==> config.mk <==
export PLATFORM = sky130hd
export DESIGN_NAME = dppwm_core
export DESIGN_NICKNAME = d
export VERILOG_FILES = /design/src/rtl/dppwm_pkg.sv /design/src/rtl/dppwm_tick_div.sv /design/src/rtl/dppwm_core.sv
export SDC_FILE = /design/constraint.sdc
export NUM_CORES = 1
export LEC_CHECK = 0
export ABC_AREA = 1
export BUFFER_PORTS_ARGS = -buffer_cell sky130_fd_sc_hd__buf_2
export CAP_MARGIN = 0
export CELL_PAD_IN_SITES_DETAIL_PLACEMENT = 2
export CELL_PAD_IN_SITES_GLOBAL_PLACEMENT = 2
export CORE_MARGIN = 2
export CORE_UTILIZATION = 32
export DETAILED_ROUTE_END_ITERATION = 16
export PLACE_DENSITY_LB_ADDON = 0.05
export REMOVE_ABC_BUFFERS = 1
export SYNTH_ARGS = -nofsm -noshare
export SYNTH_HDL_FRONTEND = slang
export SYNTH_SLANG_ARGS = --single-unit
export TNS_END_PERCENT = 100
==> constraint.sdc <==
create_clock -name clk -period 2.6 [get_ports clk]
set_input_delay 0.13 -clock clk [delete_from_list [all_inputs] [get_ports clk]]
set_output_delay 0.13 -clock clk [all_outputs]
set_load 0.03 [all_outputs]
==> src/rtl/dppwm_pkg.sv <==
// dppwm_pkg: widths, reset values and state codes for the dual pair pwm block.
// assumes a single 100 MHz clock domain; no register bus, every setting is a port.
package dppwm_pkg;

    // clock of the block, used to express figures in cycles
    localparam int CLK_PERIOD_NS = 10;

    // counter and setting widths
    localparam int CNT_W      = 16;               // up counter, period and duty width
    localparam int DBA_W      = 8;                // leading dead-band width
    localparam int DIV_SEL_W  = 3;                // divider selection field width
    localparam int DIV_CNT_W  = 7;                // prescaler counter, ratio up to 128
    localparam int NUM_CH     = 4;                // output channels, two pairs of two
    localparam int NUM_PAIR   = 2;                // output pairs

    // divider: code 000 divides by 128, code 111 divides by 1
    localparam logic [DIV_CNT_W-1:0] DIV_MASK_MAX = 7'h7F;

    // reset values of the held state
    localparam logic [CNT_W-1:0]     CNT_RST      = 16'h0000;
    localparam logic [CNT_W-1:0]     PERIOD_RST   = 16'h0000;
    localparam logic [CNT_W-1:0]     DUTY_RST     = 16'h0000;
    localparam logic [DBA_W-1:0]     DBA_RST      = 8'h00;
    localparam logic [CNT_W-1:0]     DBB_RST      = 16'h0000;
    localparam logic [DIV_CNT_W-1:0] DIV_CNT_RST  = 7'h00;
    localparam logic [NUM_CH-1:0]    PIN_RST      = 4'h0;
    localparam logic                 FLAG_RST     = 1'b0;

    // sequencer states, one-hot
    typedef enum logic [2:0] {
        DPPWM_ST_IDLE = 3'b001,                  // run enable low, pins on gpio
        DPPWM_ST_SYNC = 3'b010,                  // started, waiting for first tick
        DPPWM_ST_RUN  = 3'b100                   // counting, pins may carry pwm
    } dppwm_state_type;

endpackage

==> src/rtl/dppwm_tick_div.sv <==
// dppwm_tick_div: prescaler that turns the oscillator clock into a tick enable.
// assumes the caller holds it cleared while the timer is stopped.
module dppwm_tick_div #(
    parameter int SEL_W = dppwm_pkg::DIV_SEL_W,
    parameter int CNT_W = dppwm_pkg::DIV_CNT_W
) (
    // clock and reset
    input  wire logic             clk,
    input  wire logic             rst_n,
    // control
    input  wire logic             clear,
    input  wire logic [SEL_W-1:0] divider_select,
    // tick enable, one clock wide; high on every clock at code 111
    output logic                  tick
);
    import dppwm_pkg::*;

    logic [CNT_W-1:0] div_cnt_q;                 // free running prescaler count
    logic [CNT_W-1:0] div_cnt_d;                 // next prescaler count
    logic [CNT_W-1:0] div_mask;                  // low bits that must all be ones

    // each code step up halves the ratio: mask shrinks by one bit
    assign div_mask  = CNT_W'(DIV_MASK_MAX >> divider_select);
    // tick when the masked bits are all ones; mask of zero ticks every clock
    assign tick      = ~clear && ((div_cnt_q & div_mask) == div_mask);
    assign div_cnt_d = clear ? DIV_CNT_RST : CNT_W'(div_cnt_q + 1'b1);

    // prescaler count; restarting on clear gives a full first tick period
    always_ff @(posedge clk or negedge rst_n) begin
        if (!rst_n) begin
            div_cnt_q <= DIV_CNT_RST;
        end else begin
            div_cnt_q <= div_cnt_d;
        end
    end

endmodule

==> src/rtl/dppwm_core.sv <==
// dppwm_core: 16-bit up counting pwm timer with two output pairs, dead band,
// per-pair inversion, single-shot mode, period flag and idle wake-up request.
// assumes all inputs are synchronous to clk; gpio_level carries the last gpio
// state of each shared pin, and the pin mux outside takes pair*_out when
// pin_pwm_mode is high.
module dppwm_core (
    // clock and reset
    input  wire logic                                 clk,
    input  wire logic                                 reset_n,
    // run enable write port
    input  wire logic                                 run_enable_wr,
    input  wire logic                                 run_enable_wdata,
    // period flag write port
    input  wire logic                                 period_flag_wr,
    input  wire logic                                 period_flag_wdata,
    // configuration
    input  wire logic [dppwm_pkg::DIV_SEL_W-1:0]      divider_select,
    input  wire logic                                 single_shot_select,
    input  wire logic [dppwm_pkg::NUM_PAIR-1:0]       pair_invert,
    input  wire logic [dppwm_pkg::NUM_CH-1:0]         channel_pin_select,
    input  wire logic                                 period_irq_enable,
    // timing settings
    input  wire logic [dppwm_pkg::CNT_W-1:0]          period_limit,
    input  wire logic [dppwm_pkg::CNT_W-1:0]          duty_compare,
    input  wire logic [dppwm_pkg::DBA_W-1:0]          deadband_a,
    input  wire logic [dppwm_pkg::CNT_W-1:0]          deadband_b,
    // system side
    input  wire logic                                 core_idle,
    input  wire logic [dppwm_pkg::NUM_CH-1:0]         gpio_level,
    // status
    output logic                                      run_enable,
    output logic                                      period_flag,
    output logic [dppwm_pkg::CNT_W-1:0]               tick_counter,
    output logic                                      period_irq,
    output logic                                      wake_req,
    // pins
    output logic [dppwm_pkg::NUM_CH-1:0]              pin_pwm_mode,
    output logic                                      pair1_out_a,
    output logic                                      pair1_out_b,
    output logic                                      pair2_out_a,
    output logic                                      pair2_out_b
);
    import dppwm_pkg::*;

    // reset release synchroniser
    logic                  rst_meta_q;           // first stage, read only by second
    logic                  rst_n_q;              // released reset used everywhere

    // sequencer and timer state
    dppwm_state_type       state_q;              // current sequencer state
    dppwm_state_type       state_d;              // next sequencer state
    logic [CNT_W-1:0]      cnt_q;                // tick counter
    logic [CNT_W-1:0]      cnt_d;                // next tick counter
    logic [CNT_W-1:0]      period_q;             // period in use this cycle
    logic [CNT_W-1:0]      period_d;             // next period in use
    logic [CNT_W-1:0]      duty_q;               // duty in use this cycle
    logic [CNT_W-1:0]      duty_d;               // next duty in use
    logic                  flag_q;               // period flag
    logic                  flag_d;               // next period flag
    logic [NUM_CH-1:0]     pin_q;                // registered pin levels
    logic [NUM_CH-1:0]     pin_d;                // next pin levels
    logic [NUM_CH-1:0]     mode_q;               // registered pwm mode per pin
    logic [NUM_CH-1:0]     mode_d;               // next pwm mode per pin

    // decoded conditions
    logic                  tick;                 // counter advance enable
    logic                  stopped;              // sequencer idle
    logic                  running;              // sequencer counting
    logic                  start_req;            // software sets run enable
    logic                  start_ok;             // start with a usable period
    logic                  stop_req;             // software clears run enable
    logic                  overflow;             // last count of the period
    logic                  shot_end;             // single-shot pulse complete
    logic [CNT_W-1:0]      last_cnt;             // period minus one
    logic                  raw_pwm;              // basic duty waveform
    logic [CNT_W-1:0]      lead_end;             // start of shaped pulse
    logic [CNT_W-1:0]      trail_start;          // end of shaped pulse
    logic                  no_pulse;             // dead time swallows the pulse
    logic                  shaped_a;             // a side after dead band
    logic                  shaped_b;             // b side after dead band
    logic [NUM_CH-1:0]     chan_wave;            // waveform per channel

    // returns the smaller of two counter values; used by the dead-band window
    function automatic logic [CNT_W-1:0] min_cnt(input logic [CNT_W-1:0] x,
                                                 input logic [CNT_W-1:0] y);
        min_cnt = (x < y) ? x : y;
    endfunction

    // reset: asserted at once, released after two clocks
    always_ff @(posedge clk or negedge reset_n) begin
        if (!reset_n) begin
            rst_meta_q <= 1'b0;
            rst_n_q    <= 1'b0;
        end else begin
            rst_meta_q <= 1'b1;
            rst_n_q    <= rst_meta_q;
        end
    end

    // prescaler held cleared while stopped so the first tick is a full one
    dppwm_tick_div #(
        .SEL_W (DIV_SEL_W),
        .CNT_W (DIV_CNT_W)
    ) u_tick_div (
        .clk            (clk),
        .rst_n          (rst_n_q),
        .clear          (stopped),
        .divider_select (divider_select),
        .tick           (tick)
    );

    // sequencer decodes
    assign stopped   = (state_q == DPPWM_ST_IDLE);
    assign running   = (state_q == DPPWM_ST_RUN);
    assign start_req = run_enable_wr && run_enable_wdata;
    assign stop_req  = run_enable_wr && !run_enable_wdata;
    // a zero period refuses the start and its settings are not taken
    assign start_ok  = start_req && (period_limit != PERIOD_RST);

    // counter decodes; period of N ticks counts 0 .. N-1
    assign last_cnt  = CNT_W'(period_q - 1'b1);
    assign overflow  = running && tick && (cnt_q == last_cnt);
    // single-shot ends on its first overflow
    assign shot_end  = overflow && single_shot_select;

    // next sequencer state; a software clear of run enable is checked before auto stop
    always_comb begin
        state_d = state_q;
        unique case (state_q)
            DPPWM_ST_IDLE: begin
                if (start_ok) begin
                    state_d = DPPWM_ST_SYNC;
                end
            end
            DPPWM_ST_SYNC: begin
                if (stop_req) begin
                    state_d = DPPWM_ST_IDLE;
                end else if (tick) begin
                    state_d = DPPWM_ST_RUN;             // output synchronised
                end
            end
            DPPWM_ST_RUN: begin
                if (stop_req) begin
                    state_d = DPPWM_ST_IDLE;
                end else if (shot_end) begin
                    state_d = DPPWM_ST_IDLE;            // auto clear of run
                end
                // continuous mode keeps running while run enable holds
            end
            default: begin
                state_d = DPPWM_ST_IDLE;                // illegal code recovers
            end
        endcase
    end

    // counter: zero while stopped, advances only on ticks
    always_comb begin
        cnt_d = cnt_q;
        if (!running) begin
            cnt_d = CNT_RST;
        end else if (overflow) begin
            cnt_d = CNT_RST;                            // restart from zero
        end else if (tick) begin
            cnt_d = CNT_W'(cnt_q + 1'b1);
        end
    end

    // period and duty are taken at start and again at each period boundary,
    // so a mid-cycle write cannot tear the waveform; a zero period is refused
    always_comb begin
        period_d = period_q;
        duty_d   = duty_q;
        if (stopped && start_ok) begin
            period_d = period_limit;
            duty_d   = duty_compare;
        end else if (overflow && (period_limit != PERIOD_RST)) begin
            period_d = period_limit;
            duty_d   = duty_compare;
        end
    end

    // period flag: hardware set wins over a software clear in the same cycle
    always_comb begin
        flag_d = flag_q;
        if (period_flag_wr) begin
            flag_d = period_flag_wdata;                 // firmware access
        end
        if (overflow) begin
            flag_d = 1'b1;                              // set at once
        end
    end

    // interrupt is gated by the enable; wake-up only while the core idles
    assign period_irq = flag_q && period_irq_enable;
    assign wake_req   = period_irq && core_idle;

    // basic waveform: high from zero until the count meets the duty value,
    // which gives duty ticks high and period minus duty ticks low
    assign raw_pwm = (cnt_q < duty_q);

    // dead band sits inside the high pulse: leading part from deadband_a,
    // trailing part is duty minus deadband_b (none when b is not below duty)
    assign lead_end    = CNT_W'(deadband_a);
    assign trail_start = min_cnt(deadband_b, duty_q);
    // when the dead time covers the whole high time no pulse is sent
    assign no_pulse    = (lead_end >= trail_start);

    // a side: shrunken high pulse; b side: low part, so the dead times sit
    // between the a falling edge and b rising edge, and at the cycle start
    assign shaped_a = !no_pulse && (cnt_q >= lead_end) && (cnt_q < trail_start);
    assign shaped_b = !no_pulse && !raw_pwm;

    // channel waveforms with per-pair inversion; even channel is side a
    genvar gi;
    generate
        for (gi = 0; gi < NUM_CH; gi++) begin : g_chan
            if ((gi % 2) == 0) begin : g_side_a
                assign chan_wave[gi] = shaped_a ^ pair_invert[gi/2];
            end else begin : g_side_b
                assign chan_wave[gi] = shaped_b ^ pair_invert[gi/2];
            end
        end
    endgenerate

    // pin selection: a pin takes pwm only when selected, running and past
    // the first tick; otherwise it shows the last gpio state
    always_comb begin
        mode_d = channel_pin_select & {NUM_CH{running && !shot_end && !stop_req}};
        pin_d  = (mode_d & chan_wave) | (~mode_d & gpio_level);
    end
    // note: mode drops in the same cycle as the overflow that ends a single
    // shot, so the pins never show a second high edge

    // sequencer and counter registers
    always_ff @(posedge clk or negedge rst_n_q) begin
        if (!rst_n_q) begin
            state_q <= DPPWM_ST_IDLE;
            cnt_q   <= CNT_RST;
        end else begin
            state_q <= state_d;
            cnt_q   <= cnt_d;
        end
    end

    // cycle settings in use
    always_ff @(posedge clk or negedge rst_n_q) begin
        if (!rst_n_q) begin
            period_q <= PERIOD_RST;
            duty_q   <= DUTY_RST;
        end else begin
            period_q <= period_d;
            duty_q   <= duty_d;
        end
    end

    // flag register
    always_ff @(posedge clk or negedge rst_n_q) begin
        if (!rst_n_q) begin
            flag_q <= FLAG_RST;
        end else begin
            flag_q <= flag_d;
        end
    end

    // pin registers; pins and modes come straight from flip-flops so the
    // external mux sees no glitches from the compare logic
    always_ff @(posedge clk or negedge rst_n_q) begin
        if (!rst_n_q) begin
            pin_q  <= PIN_RST;
            mode_q <= PIN_RST;
        end else begin
            pin_q  <= pin_d;
            mode_q <= mode_d;
        end
    end

    // status outputs
    assign run_enable   = !stopped;
    assign period_flag  = flag_q;
    assign tick_counter = cnt_q;

    // pin outputs
    assign pin_pwm_mode = mode_q;
    assign pair1_out_a  = pin_q[0];
    assign pair1_out_b  = pin_q[1];
    assign pair2_out_a  = pin_q[2];
    assign pair2_out_b  = pin_q[3];

endmodule

== After elaboration in Yosys (flattened, before gate mapping) ==
Index checks and enable logic that the tools add are counted.
Storage, ports and cells
  register bits: 69
  output and inout bits: 28
  logic and storage cells: 82
Cells by class
  $add $sub $neg: 3
  $lt $le $gt $ge: 5
  equality and inequality tests: 9
  shifts and indexed selects: 1
  mux-type cells: 17
  bitwise logic cells: 11
  reductions and logical operators: 26
Operators with widths (count)
  $mux 16: 8
  $lt 16x16->1: 3
  $add 16x1->16 const B: 1
  $eq 16x16->1: 1
  $ge 16x8->1: 1
  $ge 8x16->1: 1
  $logic_and 1x1->1: 16
  $reduce_bool 16->1: 1
  $sub 16x1->16 const B: 1
  $mux 3: 5
  $and 4x4->4: 3
  $pmux 3 s3: 1
  $add 7x1->7 const B: 1
  $and 7x7->7: 1
  $eq 7x7->1: 1
  $mux 7: 1
  $shr 7x3->7 const A: 1
  $logic_not 1->1: 6
  $not 4->4: 1
  $or 4x4->4: 1
  $reduce_bool 2->1: 2
  $xor 1x1->1: 4
  $eq 3x1->1 const B: 1
  $eq 3x2->1 const B: 1
  other kinds (8): 9

== Logic depth before layout (Yosys ltp) ==
Gate-level depths: netlist of the first run.
  depth after elaboration: 14
  depth in mapped cells: 28

== Modules after synthesis ==
From an unflattened synthesis of the first run, not the netlist that was laid out.
Second synthesis, totals
  cell total of the unflattened synthesis: 702
  area, all modules: 5310.1 µm²
By module, submodules not included
  dppwm_core: times used 1, cells an instance 654, area each 4937.2 µm²
  dppwm_tick_div: times used 1, cells an instance 48, area each 372.9 µm²

== Least setup slack after synthesis of the first run ==
OpenSTA, ideal clock, no wires.
  kind: flip-flop to flip-flop
  from: reg duty_q[9]
  to: reg pin_q[0]
  arrival time: 3023 ps
  data required time: 2479 ps
  slack: -544 ps
  stages on the path, launching flop included: 25
  buffers on the path: 2
  clock period less this slack: 3144 ps
  cells stage by stage: dfrtp_1 > inv_1 > ha_1 > nand2_1 > inv_1 > o21ai_0 > a21oi_1 > nor2_1 > nand2_1 > buf_2 > clkbuf_1 > o21ai_0 > ha_1 > o21ai_0 > nand2_1 > o21ai_0 > inv_1 > nand2_1 > nand2_1 > nand2_1 > nand2_1 > a21oi_1 > nand3_1 > nand3_1 > nand2_1
Between the ends
  cells in the longest elaborated chain, start to end: 9
  elaborated cells on any way between the ends: 10
  those cells by class: order compare (3); mux (1); bitwise (3); reduce/logical (3)
Ends and longest elaborated chain
  start, declared: line dppwm_core.sv:56  | logic [CNT_W-1:0] duty_q;
  start signal, assigned: line dppwm_core.sv:252  | duty_q <= duty_d;
  $lt 16x16->1: line dppwm_core.sv:86  | min_cnt = (x < y) ? x : y;
  $mux 16 *: line dppwm_core.sv:86
  $ge 8x16->1: line dppwm_core.sv:206  | assign no_pulse = (lead_end >= trail_start);
  $logic_not 1->1: line dppwm_core.sv:210  | assign shaped_a = !no_pulse && (cnt_q >= lead_end) && (cnt_q < trail_start);
  $logic_and 1x1->1: line dppwm_core.sv:210
  $logic_and 1x1->1 *: line dppwm_core.sv:210
  $xor 1x1->1 *: line dppwm_core.sv:218  | assign chan_wave[gi] = shaped_a ^ pair_invert[gi/2];
  $and 4x4->4 *: line dppwm_core.sv:229  | pin_d = (mode_d & chan_wave) | (~mode_d & gpio_level);
  $or 4x4->4 *: line dppwm_core.sv:229
  via pin_d[0]: line dppwm_core.sv:61  | logic [NUM_CH-1:0] pin_d;
  end signal, assigned: line dppwm_core.sv:272  | pin_q <= pin_d;
  end, declared: line dppwm_core.sv:60  | logic [NUM_CH-1:0] pin_q;
Mark *: on every way through the listed nets, which the timed path passes. The rest lies on a longest branch.
A chain may end at the register's enable or synchronous reset.

== Worst setup path in the final report of the first run ==
  from: reg duty_q[7]
  to: reg pin_q[2]
Same word-level chain as after synthesis.

==> flow_summary.yaml, run 1 <==
status:
  status: "complete, but fails checks"
  violations: "negative setup slack"
floorplan:
  dieHeight_um: 133
  rows: 47
  io_pins: 106
  design.core.area_um2: 16300
  start_util_pct: 32.4
  die_x_um: 133
  die_area_um2: 17600
detailed_routing:
  drc: 0
  avgViaCountPerCell: 5.14
  wl_per_cell_um: 22.6
  vias: 5819
  wl_met2_um: 14500
  drtIter0Drc: 175
  topRoutingLayerUsed: "met4"
  first_pass_iters: 4
  wl_um: 25600
  met1_length_um: 9620
  met3_length_um: 632
  ant_nets: 0
final_layout:
  layout.cells.non_filler: 1133
  final_cell_mix: "105 x buf_2, 90 x nand2_1, 88 x buf_4, 85 x inv_1, 65 x dfrtp_1"
  finalNetCount: 1048
  fillers: 1795
  diodes: 0
  area_growth_pct: 57.7
  layout-drive-gt1-share_pct: 45.8
  mostFrequentLayoutCell: "buf_2"
global_route:
  antenna_found_initial: 0
  grt-ovfl-total: 0
  first_global_vias: 6841
  track_usage_pct: 27.0
  grt_max_degree: 68
  grt_pass1_wl_um: 36700
power_and_ir_drop:
  power-per-cell-area_nw_per_um2: 951
  vdd_drop_max_v: 0.000495
  p_total_mw: 7.94
  p_leak_nw: 4.18
placed_design:
  port_buffers: 105
  placed_cells: 1068
  gp_congestion: 0.812
  post-dp-hpwl_um: 14500
setup_path:
  crit_type: "reg -> reg"
  reg2reg_from: "duty_q[7]"
  crit_start: "duty_q[7]"
  cp-end-kind: "flop"
  startpoint_type: "flop"
  path_max_fanout: 15
  crit_arrival_ps: 3540
  cp.required_ps: 2840
clock_tree:
  cts_tree: "done"
  htreeDepth: 3
  cts_buffer_depth: 2
  clk-insertion-delay-late_ps: 350
  clk_pin_slew_ps: 60
  cts_made_buffers: 9
  cts_root_buf: "clkbuf_16"
  cts.sinks: 69
synthesis:
  yosys_warnings: 0
  synth.avg_cell_area_um2: 7.84
  ys_types: 45
  syn-cell-area_um2: 5290
  syn_inst: 675
  seq_area_frac_synth_pct: 32.7
  synthFlopType: "dfrtp_1"
  async_flop_share_pct: 100
  synth_edf_count: 0
  ys_seq_elements: 69
sta:
  setup_slack_ps: -699
  finalHoldViolations: 0
  slew_headroom_pct: 43.1
  finalMaxSlewViolations: 0
  rsz0062_at_grt: "yes"
  period_minus_slack_ps: 3300
  tightest_slew_ps: 851
  skew_ps: 14.3
  max_freq_mhz: 303
  min_period_over_period_pct: 127
  setup_viol: 41
job:
  maxCapViolations: 0
hold_path:
  hold_path_class: "in -> reg"
  hp-start: "duty_compare[2]"
## synth_stat cells, drive strengths merged, types with 4 or more instances
| cell type | number | area, µm² |
|---|---|---|
| dfrtp | 68 | 1700 |
| buf | 9 | 82.6 |
| o22ai | 12 | 75.1 |
| or4 | 4 | 30.0 |
| nor2 | 53 | 214 |
| ha | 62 | 776 |
| nand3 | 30 | 150 |
| nand2 | 145 | 552 |
| xnor2 | 10 | 87.6 |
| inv | 105 | 394 |
| xor2 | 28 | 245 |
| nor3 | 14 | 95.1 |
| o21ai | 68 | 445 |
| o21a | 4 | 30.0 |
| a211oi | 4 | 30.0 |
| nand4 | 7 | 43.8 |
| a21oi | 25 | 125 |
## registers in the layout (all words and copies together) (netlist names)
| signal | flops |
|---|---|
| u_tick_div.div_cnt_q | 7 |
| pin_q | 4 |
| pin_pwm_mode | 4 |
| period_flag | 1 |
| state_q | 3 |
| rst_meta_q | 1 |
| rst_n_q | 1 |
| duty_q | 16 |
| period_q | 16 |
| tick_counter | 16 |
## final cells by class
cell class,count,area [µm²],share of cell area [%]
multi-input combinational,490,3920,47.0
timing repair buffer,233,1730,20.8
sequential,69,1730,20.8
inverter,105,394,4.72
tap,220,275,3.30
clock buffer,11,233,2.79
clock inverter,5,52.6,0.630
## metrics by stage
stage          TNS (ps)  hold WS [ps]  utilization, %  area, µm²  worst slack, ps
3_3_place_gp      -2070         -85.3            40.6       6630             -538
2_1_floorplan    -15970          -166               -       5200             -645
4_1_cts           -4940         0.102            47.7       7800             -411
5_1_grt          -15640          8.31            51.0       8340             -841
6_report          -6780          8.81            51.0       8340             -699
3_5_place_dp      -4050         -84.5            40.6       6630             -828
## critical path, stage by stage (launching register included)
cell       delay, ps
dfrtp_1          390
inv_2             90
ha_4             210
nand2_1          100
nor2_1            90
nor3_2           220
nand2_2           90
nand2_2           90
nand2_2           90
buf_8            170
nand2_1           90
o21a_1           170
inv_1             70
ha_1             300
a21o_1           180
a31oi_1          200
o2111ai_2        190
a21oi_4          180
nand3_1          120
nand3_1           80
nand2_1           50
## per-layer routing
metal | up-vias | track usage (%)
met5 | - | 0
met4 | 0 | 10.5
met1 | 2942 | 28.4
met2 | 128 | 52.8
li1 | 2698 | -
met3 | 51 | 4.67
## what timing repair did
item                                   4_1_cts  5_1_grt
pin swaps                                   24       40
hold buffers                                20        0
gates resized for setup                    100      139
gates cloned                                 6        0
buffers inserted                            19       10
setup endpoints to repair                   50       58
endpoints found under the hold margin       21        0
## worst paths after layout
path                               end  slack, ps  cells past startpoint
setup / recovery              pin_q[2]       -700                     20
hold / removal               duty_q[2]          9                      3
setup reg to reg              pin_q[2]       -700                     20
hold reg to reg             duty_q[14]        290                      1
max in group asynchronous  period_q[2]       1940                      1
min in group asynchronous   rst_meta_q        110                      2
## report_power, final
group | internal [mW] | switching, mW
sequential | 1.36 | 0.249
combinational | 2.24 | 2.82
clock | 0.740 | 0.531
total | 4.34 | 3.60
## cells by family (layout without fill, tap and decap cells)
family                   count (synthesis)  in the layout  share of synthesized area [%]
other                                    1              1                         0.0709
XOR/XNOR                                38             38                           6.29
flip-flops                              69             69                           32.7
AO/OA/AOI/OAI                          127            127                           15.4
buffers and inverters                  116            354                           9.15
AND/OR/NAND/NOR                        261            261                           21.6
multiplexers                             1              1                          0.189
adder cells (fa/ha/maj)                 62             62                           14.7
Power figures use the tool's default switching activity.
==> inputs of run 2 (changes only) <==
ABC_AREA = 0   (was 1)
CORE_UTILIZATION = 35   (was 32)
==> run 2 against run 1 <==
Compared with the run above: the run ends with negative hold slack, negative setup slack left; clock power grew 5%; worst hold slack got worse by 11 ps; non-clock buffer count grew 40; core utilization up 4.8 points; sequential share of layout area is 0.32 points lower; critical path depth decreased by 3; first-iteration DRC count up 88%; final cell count down 11%; combinational power grew 7.1%; final area is 1.4% higher; count of clock-buffer cells in the layout is the same; register-to-register slack got worse by 1100 ps.
==> flow_summary.yaml, run 2 <==
status:
  status: "complete, but fails checks"
  violations: "negative hold slack, negative setup slack"
floorplan:
  design.core.area_um2: 15100
  die_x_um: 128
  start_util_pct: 35.7
  dieHeight_um: 128
  io_pins: 106
  die_area_um2: 16400
  rows: 45
sta:
  finalMaxSlewViolations: 0
  max_freq_mhz: 225
  period_minus_slack_ps: 4440
  tightest_slew_ps: 1020
  skew_ps: 15.8
  setup_slack_ps: -1840
  slew_headroom_pct: 31.2
  setup_tns_ps: -36980
  fin_hold_ws_ps: -2.57
  rsz0062_at_grt: "yes"
  min_period_over_period_pct: 171
  setup_viol: 59
  finalHoldViolations: 1
global_route:
  use_met3_pct: 5.38
  grt_pass1_wl_um: 40700
  track_usage_pct: 33.1
  busiest_layer: "met2"
  antenna_found_initial: 0
  met2_usage_pct: 60.7
  grt_max_degree: 28
  grt-ovfl-total: 0
  grt_use_met1_pct: 35.7
  first_global_vias: 6792
synthesis:
  synth.avg_cell_area_um2: 9.84
  ys_types: 64
  syn_inst: 549
  synthTopCellsByCount: "68 x dfrtp_1, 62 x ha_1, 38 x inv_1"
  synthTopCellsByArea: "dfrtp_1 31%, ha_1 14%, mux2_4 8.3%"
  synthFlopType: "dfrtp_1"
  syn-cell-area_um2: 5400
  synth_most_common_cell: "dfrtp_1"
  yosys_warnings: 0
  synth.largest_area_cell: "dfrtp_1"
  ys_seq_elements: 69
  async_flop_share_pct: 100
  synth_edf_count: 0
  synth_top_area_share_pct: 31.5
  seq_area_frac_synth_pct: 32.0
placed_design:
  post-dp-hpwl_um: 16700
  place_ws_ps: -1710
  port_buffers: 105
  placed_cells: 955
  gp_congestion: 0.863
  place_area_um2: 7050
detailed_routing:
  vias: 6114
  ant_nets: 0
  wl_per_cell_um: 32.3
  first_pass_iters: 5
  wl_um: 32700
  drtIter0Drc: 329
  drc: 0
  avgViaCountPerCell: 6.04
setup_path:
  worstReg2RegEnd: "pin_q[2]"
  crit_type: "reg -> reg"
  max_stage_delay_ps: 450
  r2r_slack_ps: -1840
  cp_slowest_cell: "or3_1"
  crit_arrival_ps: 4700
  path_cells: "inv_2 -> ha_4 -> nand4_1 -> buf_4 -> nor3_4 -> a311oi_2 -> buf_4 -> nand2_8 -> mux2i_4 -> ha_1 -> and3_1 -> a221oi_1 -> nor3_1 -> a311oi_1 -> o211ai_1 -> or3_1 -> a31oi_1"
  cp-end-kind: "flop"
  path_max_fanout: 5
  critPathCapture: "pin_q[2]"
  crit_start: "duty_q[9]"
  cp.required_ps: 2860
  crit_cells: 17
  ff2ff_path_depth: 17
  cpMostUsedCell: "buf_4"
  path_buf_inv: 3
  cp_top_family: "simple AND/OR/NAND/NOR gates"
  startpoint_type: "flop"
  reg2reg_from: "duty_q[9]"
clock_tree:
  cts.sinks: 69
  cts_made_buffers: 9
  cts_tree: "done"
  cts_buffer_depth: 2
  htreeDepth: 3
  clk_pin_slew_ps: 70
  cts_root_buf: "clkbuf_16"
  clk-insertion-delay-late_ps: 370
final_layout:
  area_growth_pct: 56.6
  mostFrequentLayoutCell: "buf_4"
  layout-drive-gt1-share_pct: 50.1
  diodes: 0
  fillers: 1488
  final_area_um2: 8460
  finalNetCount: 959
  layout.cells.non_filler: 1012
  final_cell_mix: "128 x buf_4, 105 x buf_2, 67 x dfrtp_1, 52 x ha_1, 32 x mux2_4"
power_and_ir_drop:
  p_leak_nw: 4.34
  vdd_drop_max_v: 0.000514
  power-per-cell-area_nw_per_um2: 997
hold_path:
  hold_path_class: "in -> reg"
job:
  maxCapViolations: 0
==> run 2: cell types whose count changed after synthesis, moves of 19 or more <==
cell,before,now
mux2_4,0,30
nor2_1,49,27
o21ai_2,25,0
nand2_1,142,19
a21o_1,1,20
inv_1,104,38
==> run 2: cells by family after synthesis <==
family | Yosys count | synth area share [%]
buf+inv | 52 | 4.40
mux | 47 | 11.6
flops | 69 | 32.0
compound gates | 126 | 15.9
xor+xnor | 27 | 4.38
simple gates | 165 | 17.4
other cells | 1 | 0.0694
fa+ha+maj | 62 | 14.4
==> run 2: through the flow <==
stage / utilization [%] / total power [mW] / hold slack [ps]
floorplan: - / 3.58 / -166
global placement: 46.5 / 5.02 / -85.7
detailed placement: 46.5 / 5.30 / -82.9
CTS: 53.3 / 7.25 / 0.636
global route: 55.9 / 8.72 / -4.47
finish: 55.9 / 8.44 / -2.57
==> run 2: layer usage <==
layer	vias to the layer above	part of all wire [%]
met2	249	52
li1	2607	-
met1	3145	38
met4	0	6.1
met5	-	0
met3	113	3.8
==> run 2: power breakdown <==
part	switching (mW)	total [mW]	internal, mW
clock	0.578	1.33	0.749
combinational	2.83	5.42	2.59
sequential	0.320	1.70	1.38
total	3.72	8.44	4.71
==> run 2: worst min-delay path by stage <==
stage | to | depth (start not counted) | start
6_report | duty_q[10] | 2 | duty_compare[10]
5_1_grt | duty_q[10] | 2 | duty_compare[10]
4_1_cts | duty_q[10] | 2 | duty_compare[10]
3_5_place_dp | rst_meta_q | 1 | reset_n
3_3_place_gp | rst_meta_q | 1 | reset_n
2_1_floorplan | rst_meta_q | 0 | reset_n
==> run 2: layout make-up <==
cell class	instances	area (µm²)	share of cell area, %
Multi-Input combinational cell	428	4070	48.1
Sequential cell	69	1730	20.4
Inverter	38	146	1.73
Clock inverter	5	60.1	0.710
Tap cell	188	235	2.78
Timing Repair Buffer	273	1990	23.5
Clock buffer	11	233	2.75
==> run 2: repair_timing <==
| item | in CTS | in global routing |
|---|---|---|
| endpoints found under the setup margin | 58 | 59 |
| gates resized for setup | 103 | 59 |
| buffers inserted | 23 | 13 |
| hold buffers | 6 | 0 |
| hold endpoints to repair | 7 | 0 |
| pin swaps | 54 | 38 |
| cloned | 2 | 0 |
==> inputs of run 3 (changes only) <==
SYNTH_HIERARCHICAL = 1   (was default)
==> run 3 against run 2 <==
Compared with the run above: non-clock buffer count down 23; the flow finishes with violations (negative setup slack); via count decreased by 9.5%; register-to-register slack gained 97 ps; largest cell class unchanged; critical path type unchanged.
==> flow_summary.yaml, run 3 <==
status:
  status: "complete, but fails checks"
  violations: "negative setup slack"
setup_path:
  crit_start: "duty_q[4]"
  crit_arrival_ps: 4610
  crit_cells: 18
  cp-end-kind: "flop"
  path_max_fanout: 6
  cp_slowest_cell: "o41ai_2"
  path_cells: "inv_1 -> ha_1 -> nand4_1 -> o41ai_2 -> o31a_1 -> nor2_2 -> buf_6 -> mux2i_1 -> ha_1 -> a21oi_1 -> o22ai_1 -> nor2_1 -> o21ai_2 -> nand3_1 -> mux2i_2 -> a21o_1 -> or3_4 -> a31oi_4"
  reg2reg_from: "duty_q[4]"
  crit_type: "reg -> reg"
  ff2ff_path_depth: 18
  startpoint_type: "flop"
  cp.required_ps: 2870
  critPathCapture: "pin_q[2]"
  path_buf_inv: 2
  max_stage_delay_ps: 480
  worstReg2RegEnd: "pin_q[2]"
  r2r_slack_ps: -1750
  cpMostUsedCell: "ha_1"
  cp_top_family: "compound AO/OA/AOI/OAI gates"
floorplan:
  die_area_um2: 16200
  rows: 45
  design.core.area_um2: 15000
  start_util_pct: 35.5
  die_x_um: 127
  io_pins: 106
  dieHeight_um: 127
global_route:
  antenna_found_initial: 0
  first_global_vias: 6217
  grt-ovfl-total: 0
  grt_pass1_wl_um: 35000
  track_usage_pct: 28.1
  grt_max_degree: 27
power_and_ir_drop:
  vdd_drop_max_v: 0.000503
  intPower_mw: 4.50
  power-per-cell-area_nw_per_um2: 940
  p_total_mw: 7.56
  p_sw_mw: 3.06
  seq_power_share_pct: 21.9
  comb_power_share_pct: 61.7
  clkPwrFrac_pct: 16.4
  p_sw_share_pct: 40.5
  p_leak_nw: 4.03
synthesis:
  syn_inst: 546
  synth_most_common_cell: "dfrtp_1"
  async_flop_share_pct: 100
  ys_types: 59
  synthTopCellsByArea: "dfrtp_1 32%, ha_1 15%, mux2_4 8.4%"
  synth.avg_cell_area_um2: 9.77
  yosys_warnings: 6
  synth_edf_count: 0
  synthFlopType: "dfrtp_1"
  synth_top_area_share_pct: 31.9
  synthTopCellsByCount: "68 x dfrtp_1, 62 x ha_1, 37 x a21oi_1"
  ys_seq_elements: 69
  seq_area_frac_synth_pct: 32.4
  synth.largest_area_cell: "dfrtp_1"
  syn-cell-area_um2: 5340
final_layout:
  diodes: 0
  fin_util_pct: 53.5
  layout.cells.non_filler: 982
  final_cell_mix: "125 x buf_4, 105 x buf_2, 67 x dfrtp_1, 52 x ha_1, 30 x mux2_4"
  layout-drive-gt1-share_pct: 47.7
  final_area_um2: 8050
  fillers: 1490
  finalNetCount: 929
  area_growth_pct: 50.8
  mostFrequentLayoutCell: "buf_4"
job:
  maxCapViolations: 0
sta:
  setup_tns_ps: -41440
  max_freq_mhz: 230
  min_period_over_period_pct: 167
  finalHoldViolations: 0
  skew_ps: 8.94
  finalMaxSlewViolations: 0
  slew_headroom_pct: 52.1
  setup_slack_ps: -1750
  setup_viol: 59
  rsz0062_at_grt: "yes"
  tightest_slew_ps: 711
  period_minus_slack_ps: 4350
  fin_hold_ws_ps: 9.31
placed_design:
  gp_congestion: 0.903
  place_ws_ps: -1520
  place_area_um2: 6890
  placed_cells: 932
  post-dp-hpwl_um: 15100
  port_buffers: 105
detailed_routing:
  drtIter0Drc: 247
  avgViaCountPerCell: 5.64
  vias: 5536
  first_pass_iters: 4
  wl_um: 25700
  drc: 0
  wl_per_cell_um: 26.2
  ant_nets: 0
clock_tree:
  clk-insertion-delay-late_ps: 350
  cts_made_buffers: 9
  cts_buffer_depth: 2
  cts_root_buf: "clkbuf_16"
  cts_tree: "done"
  cts.sinks: 69
  clk_pin_slew_ps: 60
  htreeDepth: 3
hold_path:
  hold_path_class: "in -> reg"
## run 3: cell types whose count changed after synthesis, moves of 7 or more
| cell | change |
|---|---|
| mux2i_1 | +13 |
| o21ai_1 | -7 |
| a21oi_1 | +14 |
| a21o_1 | -9 |
| or3_1 | +8 |
| nand2_1 | +7 |
| nand3_1 | +8 |
| nand4_1 | -7 |
## run 3: repair_timing
action                                  4_1_cts  5_1_grt
pin swaps                                    32       28
hold buffers                                  1        0
gates cloned                                  5        0
endpoints found under the hold margin         2        0
setup buffers                                16       16
endpoints found under the setup margin       59       59
resized for setup                            74       49
## run 3: logic make-up (layout without fill, tap and decap cells)
family,after synthesis,in the layout,share of synthesized area (%)
simple gates,165,165,17.1
other cells,1,1,0.0703
flops,69,69,32.4
compound gates,106,106,12.8
xor+xnor,30,30,4.93
fa+ha+maj,62,62,14.5
buf+inv,54,302,4.29
mux,59,59,13.9
## run 3: how the worst min path moves through the flow
stage	start	endpoint	slack, ps	depth (start not counted)
after detailed placement	reset_n	rst_meta_q	-80	1
final	period_flag_wdata	period_flag	9	2
after CTS	duty_compare[2]	duty_q[2]	5	2
after floorplan	reset_n	rst_meta_q	-170	0
after global placement	reset_n	rst_meta_q	-90	1
after global routing	period_flag_wdata	period_flag	10	2
## run 3: layer usage
| layer | share of wire [%] | track usage [%] |
|---|---|---|
| met1 | 38 | 32.0 |
| met2 | 54 | 52.1 |
| met5 | 0 | 0 |
| met3 | 4.1 | 4.69 |
| met4 | 4.0 | 11.2 |
## run 3: power groups by stage
stage               clock (mW)  combinational [mW]  sequential [mW]
floorplan                    0                1.79             1.64
global placement             0                3.23             1.59
detailed placement           0                3.48             1.63
CTS                       1.25                3.98             1.63
global route              1.29                4.91             1.69
finish                    1.24                4.66             1.66
## run 3: area by class of cell
cell class                      count  area, µm²  share of cell area, %
Clock inverter                      2       35.0                  0.435
Clock buffer                       14        244                   3.03
Sequential cell                    69       1730                   21.5
Tap cell                          188        235                   2.92
Inverter                           36        135                   1.68
Timing Repair Buffer              250       1810                   22.5
Multi-Input combinational cell    423       3860                   48.0
